File: src/core/pmd_map.svh
// monitor item codes and reset values for the panel monitor selector
`ifndef PMD_MAP_SVH
`define PMD_MAP_SVH

// ************************************************************
// monitor item numbers
// ************************************************************
`define PMD_ITEM_SPEED        5'h00
`define PMD_ITEM_ELEC_ANGLE   5'h01
`define PMD_ITEM_REF_RATE     5'h02
`define PMD_ITEM_BUS_VOLT     5'h03
`define PMD_ITEM_SPEED_REF    5'h04
`define PMD_ITEM_TORQUE_IN    5'h05
`define PMD_ITEM_TORQUE_REF   5'h06
`define PMD_ITEM_INPUT_STATE  5'h07
`define PMD_ITEM_OUTPUT_STATE 5'h08
`define PMD_ITEM_ENC_STATE    5'h09
`define PMD_ITEM_REF_COUNT    5'h0A
`define PMD_ITEM_FB_COUNT     5'h0B
`define PMD_ITEM_POS_OFFSET   5'h0C
`define PMD_ITEM_LOAD_RATIO   5'h0D
`define PMD_ITEM_INERTIA      5'h0E
`define PMD_ITEM_ENC_ANGLE    5'h0F
`define PMD_ITEM_TURN_COUNT   5'h10
`define PMD_ITEM_FIRST        5'h00
`define PMD_ITEM_LAST         5'h10

// ************************************************************
// reset values
// ************************************************************
`define PMD_RST_ITEM          5'h00
`define PMD_RST_COUNT         32'h0000_0000
`define PMD_RST_WORD          16'h0000
`define PMD_RST_SEG           8'h00

`endif

File: src/core/pmd_pkg.sv
// types shared by the panel monitor selector
package pmd_pkg;

	// usual path idle -> select -> show, one bit changes per step
	typedef enum logic [1:0] {
		PMD_IDLE   = 2'b00,
		PMD_SELECT = 2'b01,
		PMD_SHOW   = 2'b11
	} pmd_state_t;

	typedef struct packed {
		logic up;
		logic down;
		logic set;
		logic shift;
	} pmd_keys_t;

	// w is bit 0 so that display position one is bit 0
	typedef struct packed {
		logic abc_disc;
		logic a;
		logic b;
		logic c;
		logic uvw_disc;
		logic u;
		logic v;
		logic w;
	} pmd_enc_t;

	typedef struct packed {
		logic pos_mode;
		logic incremental;
		logic multi_turn;
		logic torque_in_amps;
	} pmd_axis_cfg_t;

	typedef struct packed {
		logic [15:0] speed;
		logic [15:0] elec_angle;
		logic [15:0] ref_rate;
		logic [15:0] bus_volt;
		logic [15:0] speed_ref;
		logic [15:0] torque_in_pct;
		logic [15:0] torque_pct;
		logic [15:0] torque_amp;
		logic [15:0] load_ratio;
		logic [15:0] inertia_ratio;
		logic [15:0] turns;
		logic [31:0] ref_pulse_cnt;
		logic [31:0] pos_offset;
		logic [31:0] enc_angle;
	} pmd_axis_vals_t;

	typedef struct packed {
		logic        showing_value;
		logic [4:0]  item;
		logic        axis_b_dp;
		logic        high_half;
		logic        is_wide;
		logic        valid;
		logic        seg_mode;
		logic        unit_amps;
		logic [15:0] word;
		logic [7:0]  seg_upper;
		logic [7:0]  seg_lower;
	} pmd_disp_t;

endpackage

File: src/core/pmd_quad_counter.sv
// quadrature feedback pulse counter, one edge of a or b is one count
`timescale 1ns/1ns
`include "pmd_map.svh"
module pmd_quad_counter
	import pmd_pkg::*;
(
	input  wire logic        clk_in,
	input  wire logic        nrst_in,
	input  wire logic        ce_in,
	input  wire logic        a_in,
	input  wire logic        b_in,
	output logic      [31:0] count_out
);

	logic a_prev;
	logic b_prev;
	logic moved;
	logic up;

	// inputs are already synchronised by the caller
	assign moved = (a_in ^ a_prev) | (b_in ^ b_prev);
	assign up    = a_in ^ b_prev;

	always_ff @(posedge clk_in or negedge nrst_in) begin
		if (!nrst_in) begin
			a_prev <= 1'b0;
			b_prev <= 1'b0;
		end else if (ce_in) begin
			a_prev <= a_in;
			b_prev <= b_in;
		end
	end

	// every edge of either phase counts: four counts per line
	always_ff @(posedge clk_in or negedge nrst_in) begin
		if (!nrst_in) begin
			count_out <= `PMD_RST_COUNT;
		end else if (ce_in && moved) begin
			if (up) begin
				count_out <= count_out + 32'h0000_0001;
			end else begin
				count_out <= count_out - 32'h0000_0001;
			end
		end
	end

endmodule

File: src/core/pmd_status_segments.sv
// maps terminal and encoder states onto upper and lower digit segments
`timescale 1ns/1ns
`include "pmd_map.svh"
module pmd_status_segments
	import pmd_pkg::*;
(
	input  wire logic [4:0] item_in,
	input  wire logic [7:0] in_term_in,
	input  wire logic [5:0] out_term_in,
	input  wire pmd_enc_t   enc_in,
	output logic            seg_mode_out,
	output logic      [7:0] seg_upper_out,
	output logic      [7:0] seg_lower_out
);

	logic [7:0] on_bits;
	logic [7:0] used;

	always_comb begin
		on_bits      = 8'h00;
		used         = 8'h00;
		seg_mode_out = 1'b1;
		unique case (item_in)
			`PMD_ITEM_INPUT_STATE: begin
				on_bits = in_term_in;
				used    = 8'hFF;
			end
			`PMD_ITEM_OUTPUT_STATE: begin
				on_bits = {2'b00, out_term_in};
				used    = 8'h3F;
			end
			`PMD_ITEM_ENC_STATE: begin
				on_bits = enc_in;
				used    = 8'hFF;
			end
			default: begin
				seg_mode_out = 1'b0;
			end
		endcase
	end

	// off lights the upper bar, on lights the lower bar
	assign seg_upper_out = used & ~on_bits;
	assign seg_lower_out = used & on_bits;

endmodule

File: src/core/pmd_monitor.sv
// front-panel monitoring mode: item select, axis select, value display
//
// Contract
// - monitor selection never touches motor control
// - seventeen monitor items, fixed units except torque reference
// - pulse rate, reference count, offset need position mode
// - reference, feedback, angle counters are 32-bit
// - feedback counter counts every quadrature edge
// - encoder state valid only with incremental encoder
// - turn count valid only for multi-turn encoder
// - off lights upper segment, on lights lower
// - input positions one to eight are IN1-IN8
// - output positions one to six are OUT1-OUT6
// - encoder positions W,V,U,UVW,C,B,A,ABC in order
// - up/down step item, set shows value
// - digit zero point off for A, on for b
// - set while showing returns to item number
// - torque reference in percent or tenth amperes
// - wide values show low half, shift gives high
`timescale 1ns/1ns
`include "pmd_map.svh"
module pmd_monitor
	import pmd_pkg::*;
(
	input  wire logic           clk_in,
	input  wire logic           nrst_in,
	input  wire logic           ce_in,
	input  wire logic           monitor_mode_in,
	input  wire pmd_keys_t      keys_in,
	input  wire logic     [7:0] in_term_in,
	input  wire logic     [5:0] out_term_in,
	input  wire pmd_enc_t       enc_a_in,
	input  wire pmd_enc_t       enc_b_in,
	input  wire pmd_axis_cfg_t  cfg_a_in,
	input  wire pmd_axis_cfg_t  cfg_b_in,
	input  wire pmd_axis_vals_t vals_a_in,
	input  wire pmd_axis_vals_t vals_b_in,
	output pmd_disp_t           disp_out,
	output logic         [31:0] fb_count_a_out,
	output logic         [31:0] fb_count_b_out
);

	// ************************************************************
	// pin synchronisers
	// ************************************************************
	pmd_keys_t  keys_s1;
	pmd_keys_t  keys_s2;
	pmd_keys_t  keys_prev;
	logic [7:0] in_s1;
	logic [7:0] in_s2;
	pmd_enc_t   enc_a_s1;
	pmd_enc_t   enc_a_s2;
	pmd_enc_t   enc_b_s1;
	pmd_enc_t   enc_b_s2;

	always_ff @(posedge clk_in or negedge nrst_in) begin
		if (!nrst_in) begin
			keys_s1  <= '0;
			keys_s2  <= '0;
			in_s1    <= 8'h00;
			in_s2    <= 8'h00;
			enc_a_s1 <= '0;
			enc_a_s2 <= '0;
			enc_b_s1 <= '0;
			enc_b_s2 <= '0;
		end else if (ce_in) begin
			keys_s1  <= keys_in;
			keys_s2  <= keys_s1;
			in_s1    <= in_term_in;
			in_s2    <= in_s1;
			enc_a_s1 <= enc_a_in;
			enc_a_s2 <= enc_a_s1;
			enc_b_s1 <= enc_b_in;
			enc_b_s2 <= enc_b_s1;
		end
	end

	// ************************************************************
	// key press detection
	// ************************************************************
	logic press_up;
	logic press_down;
	logic press_set;
	logic press_shift;

	always_ff @(posedge clk_in or negedge nrst_in) begin
		if (!nrst_in) begin
			keys_prev <= '0;
		end else if (ce_in) begin
			keys_prev <= keys_s2;
		end
	end

	// a key acts once per press, on its rising edge
	assign press_up    = ce_in & keys_s2.up & ~keys_prev.up;
	assign press_down  = ce_in & keys_s2.down & ~keys_prev.down;
	assign press_set   = ce_in & keys_s2.set & ~keys_prev.set;
	assign press_shift = ce_in & keys_s2.shift & ~keys_prev.shift;

	// ************************************************************
	// feedback pulse counters
	// ************************************************************
	pmd_quad_counter u_fb_a (
		.clk_in    (clk_in),
		.nrst_in   (nrst_in),
		.ce_in     (ce_in),
		.a_in      (enc_a_s2.a),
		.b_in      (enc_a_s2.b),
		.count_out (fb_count_a_out)
	);

	pmd_quad_counter u_fb_b (
		.clk_in    (clk_in),
		.nrst_in   (nrst_in),
		.ce_in     (ce_in),
		.a_in      (enc_b_s2.a),
		.b_in      (enc_b_s2.b),
		.count_out (fb_count_b_out)
	);

	// ************************************************************
	// selection state
	// ************************************************************
	pmd_state_t state;
	pmd_state_t next_state;
	logic [4:0] item;
	logic       axis_b;
	logic       high_half;
	logic       item_wide;

	// the panel only reads drive values; nothing here feeds back
	// into the control loops, so switching is safe while running
	always_comb begin
		next_state = state;
		unique case (state)
			PMD_IDLE: begin
				if (monitor_mode_in) begin
					next_state = PMD_SELECT;
				end
			end
			PMD_SELECT: begin
				if (!monitor_mode_in) begin
					next_state = PMD_IDLE;
				end else if (press_set) begin
					next_state = PMD_SHOW;
				end
			end
			PMD_SHOW: begin
				if (!monitor_mode_in) begin
					next_state = PMD_IDLE;
				end else if (press_set) begin
					next_state = PMD_SELECT;
				end
			end
			default: begin
				next_state = PMD_IDLE;
			end
		endcase
	end

	always_ff @(posedge clk_in or negedge nrst_in) begin
		if (!nrst_in) begin
			state <= PMD_IDLE;
		end else if (ce_in) begin
			state <= next_state;
		end
	end

	// item number persists across mode exits, as a user expects
	always_ff @(posedge clk_in or negedge nrst_in) begin
		if (!nrst_in) begin
			item <= `PMD_RST_ITEM;
		end else if (state == PMD_SELECT && monitor_mode_in) begin
			if (press_up) begin
				if (item == `PMD_ITEM_LAST) begin
					item <= `PMD_ITEM_FIRST;
				end else begin
					item <= item + 5'h01;
				end
			end else if (press_down) begin
				if (item == `PMD_ITEM_FIRST) begin
					item <= `PMD_ITEM_LAST;
				end else begin
					item <= item - 5'h01;
				end
			end
		end
	end

	// each entry to a value starts on axis A and the low half
	always_ff @(posedge clk_in or negedge nrst_in) begin
		if (!nrst_in) begin
			axis_b <= 1'b0;
		end else if (ce_in && state == PMD_SELECT) begin
			axis_b <= 1'b0;
		end else if (state == PMD_SHOW && (press_up || press_down)) begin
			axis_b <= ~axis_b;
		end
	end

	assign item_wide = (item == `PMD_ITEM_REF_COUNT) ||
	                   (item == `PMD_ITEM_FB_COUNT) ||
	                   (item == `PMD_ITEM_ENC_ANGLE);

	always_ff @(posedge clk_in or negedge nrst_in) begin
		if (!nrst_in) begin
			high_half <= 1'b0;
		end else if (ce_in && state == PMD_SELECT) begin
			high_half <= 1'b0;
		end else if (state == PMD_SHOW && press_shift && item_wide) begin
			high_half <= ~high_half;
		end
	end

	// ************************************************************
	// value selection
	// ************************************************************
	pmd_axis_vals_t vals;
	pmd_axis_cfg_t  cfg;
	pmd_enc_t       enc_sel;
	logic [31:0]    fb_count;
	logic [31:0]    value;
	logic           valid;
	logic           seg_mode;
	logic [7:0]     seg_upper;
	logic [7:0]     seg_lower;

	assign vals     = axis_b ? vals_b_in : vals_a_in;
	assign cfg      = axis_b ? cfg_b_in : cfg_a_in;
	assign enc_sel  = axis_b ? enc_b_s2 : enc_a_s2;
	assign fb_count = axis_b ? fb_count_b_out : fb_count_a_out;

	always_comb begin
		value = 32'h0000_0000;
		valid = 1'b1;
		unique case (item)
			`PMD_ITEM_SPEED:       value = {16'h0000, vals.speed};
			`PMD_ITEM_ELEC_ANGLE:  value = {16'h0000, vals.elec_angle};
			`PMD_ITEM_REF_RATE: begin
				value = {16'h0000, vals.ref_rate};
				valid = cfg.pos_mode;
			end
			`PMD_ITEM_BUS_VOLT:    value = {16'h0000, vals.bus_volt};
			`PMD_ITEM_SPEED_REF:   value = {16'h0000, vals.speed_ref};
			`PMD_ITEM_TORQUE_IN:   value = {16'h0000, vals.torque_in_pct};
			`PMD_ITEM_TORQUE_REF: begin
				if (cfg.torque_in_amps) begin
					value = {16'h0000, vals.torque_amp};
				end else begin
					value = {16'h0000, vals.torque_pct};
				end
			end
			`PMD_ITEM_INPUT_STATE:  value = 32'h0000_0000;
			`PMD_ITEM_OUTPUT_STATE: value = 32'h0000_0000;
			`PMD_ITEM_ENC_STATE: begin
				valid = cfg.incremental;
			end
			`PMD_ITEM_REF_COUNT: begin
				value = vals.ref_pulse_cnt;
				valid = cfg.pos_mode;
			end
			`PMD_ITEM_FB_COUNT:    value = fb_count;
			`PMD_ITEM_POS_OFFSET: begin
				value = vals.pos_offset;
				valid = cfg.pos_mode;
			end
			`PMD_ITEM_LOAD_RATIO:  value = {16'h0000, vals.load_ratio};
			`PMD_ITEM_INERTIA:     value = {16'h0000, vals.inertia_ratio};
			`PMD_ITEM_ENC_ANGLE:   value = vals.enc_angle;
			`PMD_ITEM_TURN_COUNT: begin
				value = {16'h0000, vals.turns};
				valid = cfg.multi_turn;
			end
			default: begin
				valid = 1'b0;
			end
		endcase
	end

	// input terminals are shared by both axes, so no axis select there
	pmd_status_segments u_seg (
		.item_in       (item),
		.in_term_in    (in_s2),
		.out_term_in   (out_term_in),
		.enc_in        (enc_sel),
		.seg_mode_out  (seg_mode),
		.seg_upper_out (seg_upper),
		.seg_lower_out (seg_lower)
	);

	// ************************************************************
	// display register
	// ************************************************************
	always_ff @(posedge clk_in or negedge nrst_in) begin
		if (!nrst_in) begin
			disp_out <= '0;
		end else if (ce_in) begin
			disp_out.showing_value <= (state == PMD_SHOW);
			disp_out.item          <= item;
			disp_out.axis_b_dp     <= (state == PMD_SHOW) & axis_b;
			// the half flag clears one edge after leaving a value
			disp_out.high_half     <= (state == PMD_SHOW) & high_half;
			disp_out.is_wide       <= item_wide;
			disp_out.valid         <= valid;
			disp_out.seg_mode      <= seg_mode;
			disp_out.unit_amps     <= (item == `PMD_ITEM_TORQUE_REF) &
			                          cfg.torque_in_amps;
			if (state != PMD_SHOW || !valid) begin
				disp_out.word      <= `PMD_RST_WORD;
				disp_out.seg_upper <= `PMD_RST_SEG;
				disp_out.seg_lower <= `PMD_RST_SEG;
			end else begin
				disp_out.word      <= high_half ? value[31:16]
				                                : value[15:0];
				disp_out.seg_upper <= seg_upper;
				disp_out.seg_lower <= seg_lower;
			end
		end
	end

endmodule

File: config.mk
export PLATFORM = sky130hd
export DESIGN_NAME = pmd_monitor
export DESIGN_NICKNAME = d
export VERILOG_FILES = /design/src/core/pmd_pkg.sv /design/src/core/pmd_quad_counter.sv /design/src/core/pmd_status_segments.sv /design/src/core/pmd_monitor.sv
export VERILOG_INCLUDE_DIRS = /design/src /design/src/core
export SDC_FILE = /design/constraint.sdc
export NUM_CORES = 1
export LEC_CHECK = 0
export BUFFER_PORTS_ARGS = -buffer_cell sky130_fd_sc_hd__buf_2
export CAP_MARGIN = 15
export CORE_AREA = 4 4 270 272
export DETAILED_ROUTE_END_ITERATION = 10
export DIE_AREA = 0 0 274 276
export PLACE_DENSITY = 0.53
export SETUP_SLACK_MARGIN = 0.4
export SYNTH_ARGS = -nofsm -noshare
export SYNTH_HDL_FRONTEND = slang
export SYNTH_SLANG_ARGS = --single-unit
File: constraint.sdc
create_clock -name clk_in -period 5.29 [get_ports clk_in]
set_clock_uncertainty 0.2 [all_clocks]
set_input_delay 0.529 -clock clk_in [delete_from_list [all_inputs] [get_ports clk_in]]
set_output_delay 0.529 -clock clk_in [all_outputs]
set_load 0.01 [all_outputs]
==> results.ini <==
[logic_synthesis]
synth_edf_count = 0
synthFlopType = dfrtp_1
yosysTopAreaCell = dfrtp_1
ys_types = 87
seq_area_frac_synth_pct = 29.2
synth_commonest_cells = mux2i_1 (253), dfrtp_1 (181), nor2_1 (133)
ys_top_cells_by_area = dfrtp_1 (29%), mux2i_1 (16%), mux2_2 (7.6%)
yosysTopAreaCellShare_pct = 29.2
ys_warn_count = 0
synth_most_common_cell = mux2i_1
synth.avg_cell_area_um2 = 8.86
async_flop_share_pct = 100
syn-num-nets = 2347
synthCells = 1748
ys_ff_latch = 181
netlist_area_um2 = 15500

[clock_tree]
cts_buffer_depth = 2
postCtsSetupBuffers = 0
cts_tree = yes
clkTransAtPathRegs_ps = 90
post_cts_resized = 0
clock_latency_ps = 470
htree_levels = 4
cts_root_buffer = clkbuf_16
clock_sinks = 181
cts_buffers = 17

[worst_setup_path]
cp_data_arrival_time_ps = 4150
ff2ff_setup_slack_ps = 1250
slowest_delay_ps = 1010
r2r-end = disp_out[21]
r2r_cells = 8
path_cells = buf_12, buf_4, mux2i_1, o22ai_1, nor4_1, nand4_1, o21ai_0, o2bb2ai_1
crit_slowest_cell = dfrtp_4
end_kind = flop
crit_fanout = 57
start_kind = flop
path_class = flop to flop
reg2reg_from = axis_b
worstPathRequired_ps = 5400
crit_family = simple AND/OR/NAND/NOR gates
crit_buf_inv = 2
cp.depth = 8

[drt]
drt_wl_total_um = 109000
drt_pass1_iterations = 6
vias = 17818
wl_per_cell_um = 32.7
ant_nets = 0
drc_errors = 0
vias_per_cell = 5.34
drtIter0Drc = 1506

[global_route]
antenna_found_initial = 101
grt_pass1_vias = 17392
grt.total_usage_pct = 27.4
grt_pass1_wl_um = 145000
grt_max_degree = 112
overflow = 0

[cells_and_area]
multi_input_area_um2 = 10000
finish.utilization_pct = 28.8
nets = 2918
fin_area_um2 = 20400
ff_latch_area_um2 = 4530
fillers = 7781
stdcell_count = 3336
drive_gt1_share_pct = 38.5
area_delta_synth_final_pct = 31.6

[power]
seq_power_share_pct = 32.8
sw_frac_of_total_pct = 52.7
ir_worst_vdd_mv = 0.189
p_sw_mw = 4.52
p_int_mw = 4.07
combPwrFrac_pct = 51.0
leakagePower_nw = 8.53
p_per_area_nw_per_um2 = 421
clkPwrFrac_pct = 16.2

[placed_design]
io_buffers = 697
place_area_um2 = 19600
place_congestion = 0.960
dp_hpwl_um = 91400
placed_cells = 3248

[sta]
rsz0062_at_grt = no
fmax_mhz = 248
min_period_over_period_pct = 76.4
fin_crit_ps = 4040
finalHoldViolations = 0
final-setup-viol-count = 0
tns_ps = 0
slew-limit-headroom_pct = 25.6
slew_viol_final = 0
worst_pin_slew_ps = 1120

[floorplan]
dieArea_um2 = 75600
core_area_um2 = 70800
boundaryPins = 698
initial_core_util_pct = 21.9
fp.dieW_um = 274
rows = 98
die_h_um = 276

[job]
cap_violations = 0

[run_status]
outcome = finished clean

[worst_hold_path]
hold_path_depth = 2
hold_end = keys_s1[3]
min_path_type = input pin to flop
min_from = keys_in[3]

## cells in the final DEF, fill, tap and decap left out, types with 7 or more instances in the layout
master	count
a211oi_1	19
a21oi_1	50
a221oi_1	56
a22o_1	11
a22oi_1	12
a31oi_1	15
buf_2	696
buf_4	25
clkbuf_16	17
dfrtp_1	180
diode_2	54
ha_1	9
inv_1	18
mux2_2	105
mux2i_1	253
nand2_1	119
nand3_1	48
nand4_1	41
nor2_1	133
nor2b_1	10
nor3_1	44
nor4_1	31
o211ai_1	16
o21ai_0	66
o221ai_1	10
o22a_1	7
o22ai_1	66
o2bb2ai_1	23
o32ai_1	7
or3_1	15
or4_1	19
xnor2_1	40
xor2_1	32
## flip-flops by register name, summed over array words and instances, names as in the netlist
signal,count
disp_out,44
u_fb_a.count_out,32
u_fb_b.count_out,32
enc_a_s1,8
enc_a_s2,8
enc_b_s1,8
enc_b_s2,8
in_s1,8
in_s2,8
item,5
keys_prev,4
keys_s1,4
keys_s2,4
state,2
axis_b,1
high_half,1
u_fb_a.a_prev,1
u_fb_a.b_prev,1
u_fb_b.a_prev,1
u_fb_b.b_prev,1
## what timing repair did
action | in CTS | in global routing
endpoints found under the hold margin | 43 | 0
endpoints found under the setup margin | 0 | 0
hold buffers | 1 | 0
## final cells by class
class	count	area share (%)
multi-input combinational	1372	49.3
sequential	181	22.2
timing repair buffer	727	18.5
tap	950	5.83
clock buffer	17	2.09
clock inverter	15	1.00
antenna	54	0.663
inverter	20	0.368
## worst reg2reg max path, delay by kind of cell (launching register included)
| family | cells | cell delay (ps) |
|---|---|---|
| flip-flops | 1 | 1010 |
| buffers and inverters | 2 | 870 |
| AO/OA/AOI/OAI | 3 | 370 |
| multiplexers | 1 | 250 |
| AND/OR/NAND/NOR | 2 | 1200 |
## kinds of logic after synthesis
kind of cell	after synthesis	synth area share (%)
simple gates	521	17.0
compound gates	408	18.5
mux	358	24.0
buf+inv	195	6.15
flops	181	29.2
xor+xnor	76	4.39
fa+ha+maj	9	0.727
## through the flow
| step | setup WS, ps | hold slack [ps] | total power, mW |
|---|---|---|---|
| 6_report | 1250 | 85.8 | 8.59 |
| 5_1_grt | 1150 | 70.8 | 9.07 |
| 2_1_floorplan | 1580 | 33.4 | 5.20 |
| 3_5_place_dp | 1270 | 272 | 7.17 |
| 3_3_place_gp | 1270 | 270 | 7.17 |
| 4_1_cts | 1260 | 66.5 | 8.58 |
## worst max-delay path by stage
stage                startpoint              endpoint  slack, ps
floorplan           enc_a_s2[6]  u_fb_a.count_out[30]       1580
global placement         axis_b          disp_out[25]       1270
detailed placement       axis_b          disp_out[25]       1270
CTS                      axis_b          disp_out[25]       1260
global route             axis_b          disp_out[25]       1150
finish                   axis_b          disp_out[21]       1250
## power by group through the flow
stage	logic, mW	clock network, mW	registers [mW]
after floorplan	3.08	0	2.12
after global placement	4.35	0	2.82
after detailed placement	4.35	0	2.82
after CTS	4.36	1.43	2.79
after global routing	4.72	1.47	2.88
final	4.38	1.39	2.82
## per-layer routing
| layer | part of all wire, % | vias up | wire length, um | global-route usage [%] |
|---|---|---|---|---|
| met3 | 8.4 | 220 | 9190 | 7.57 |
| met4 | 5.2 | 36 | 5680 | 13.1 |
| li1 | - | 7861 | - | - |
| met1 | 40 | 8751 | 43300 | 33.5 |
| met5 | 0.20 | - | 218 | 0 |
| met2 | 46 | 950 | 50700 | 44.5 |
(Power assumes the default switching activity.)
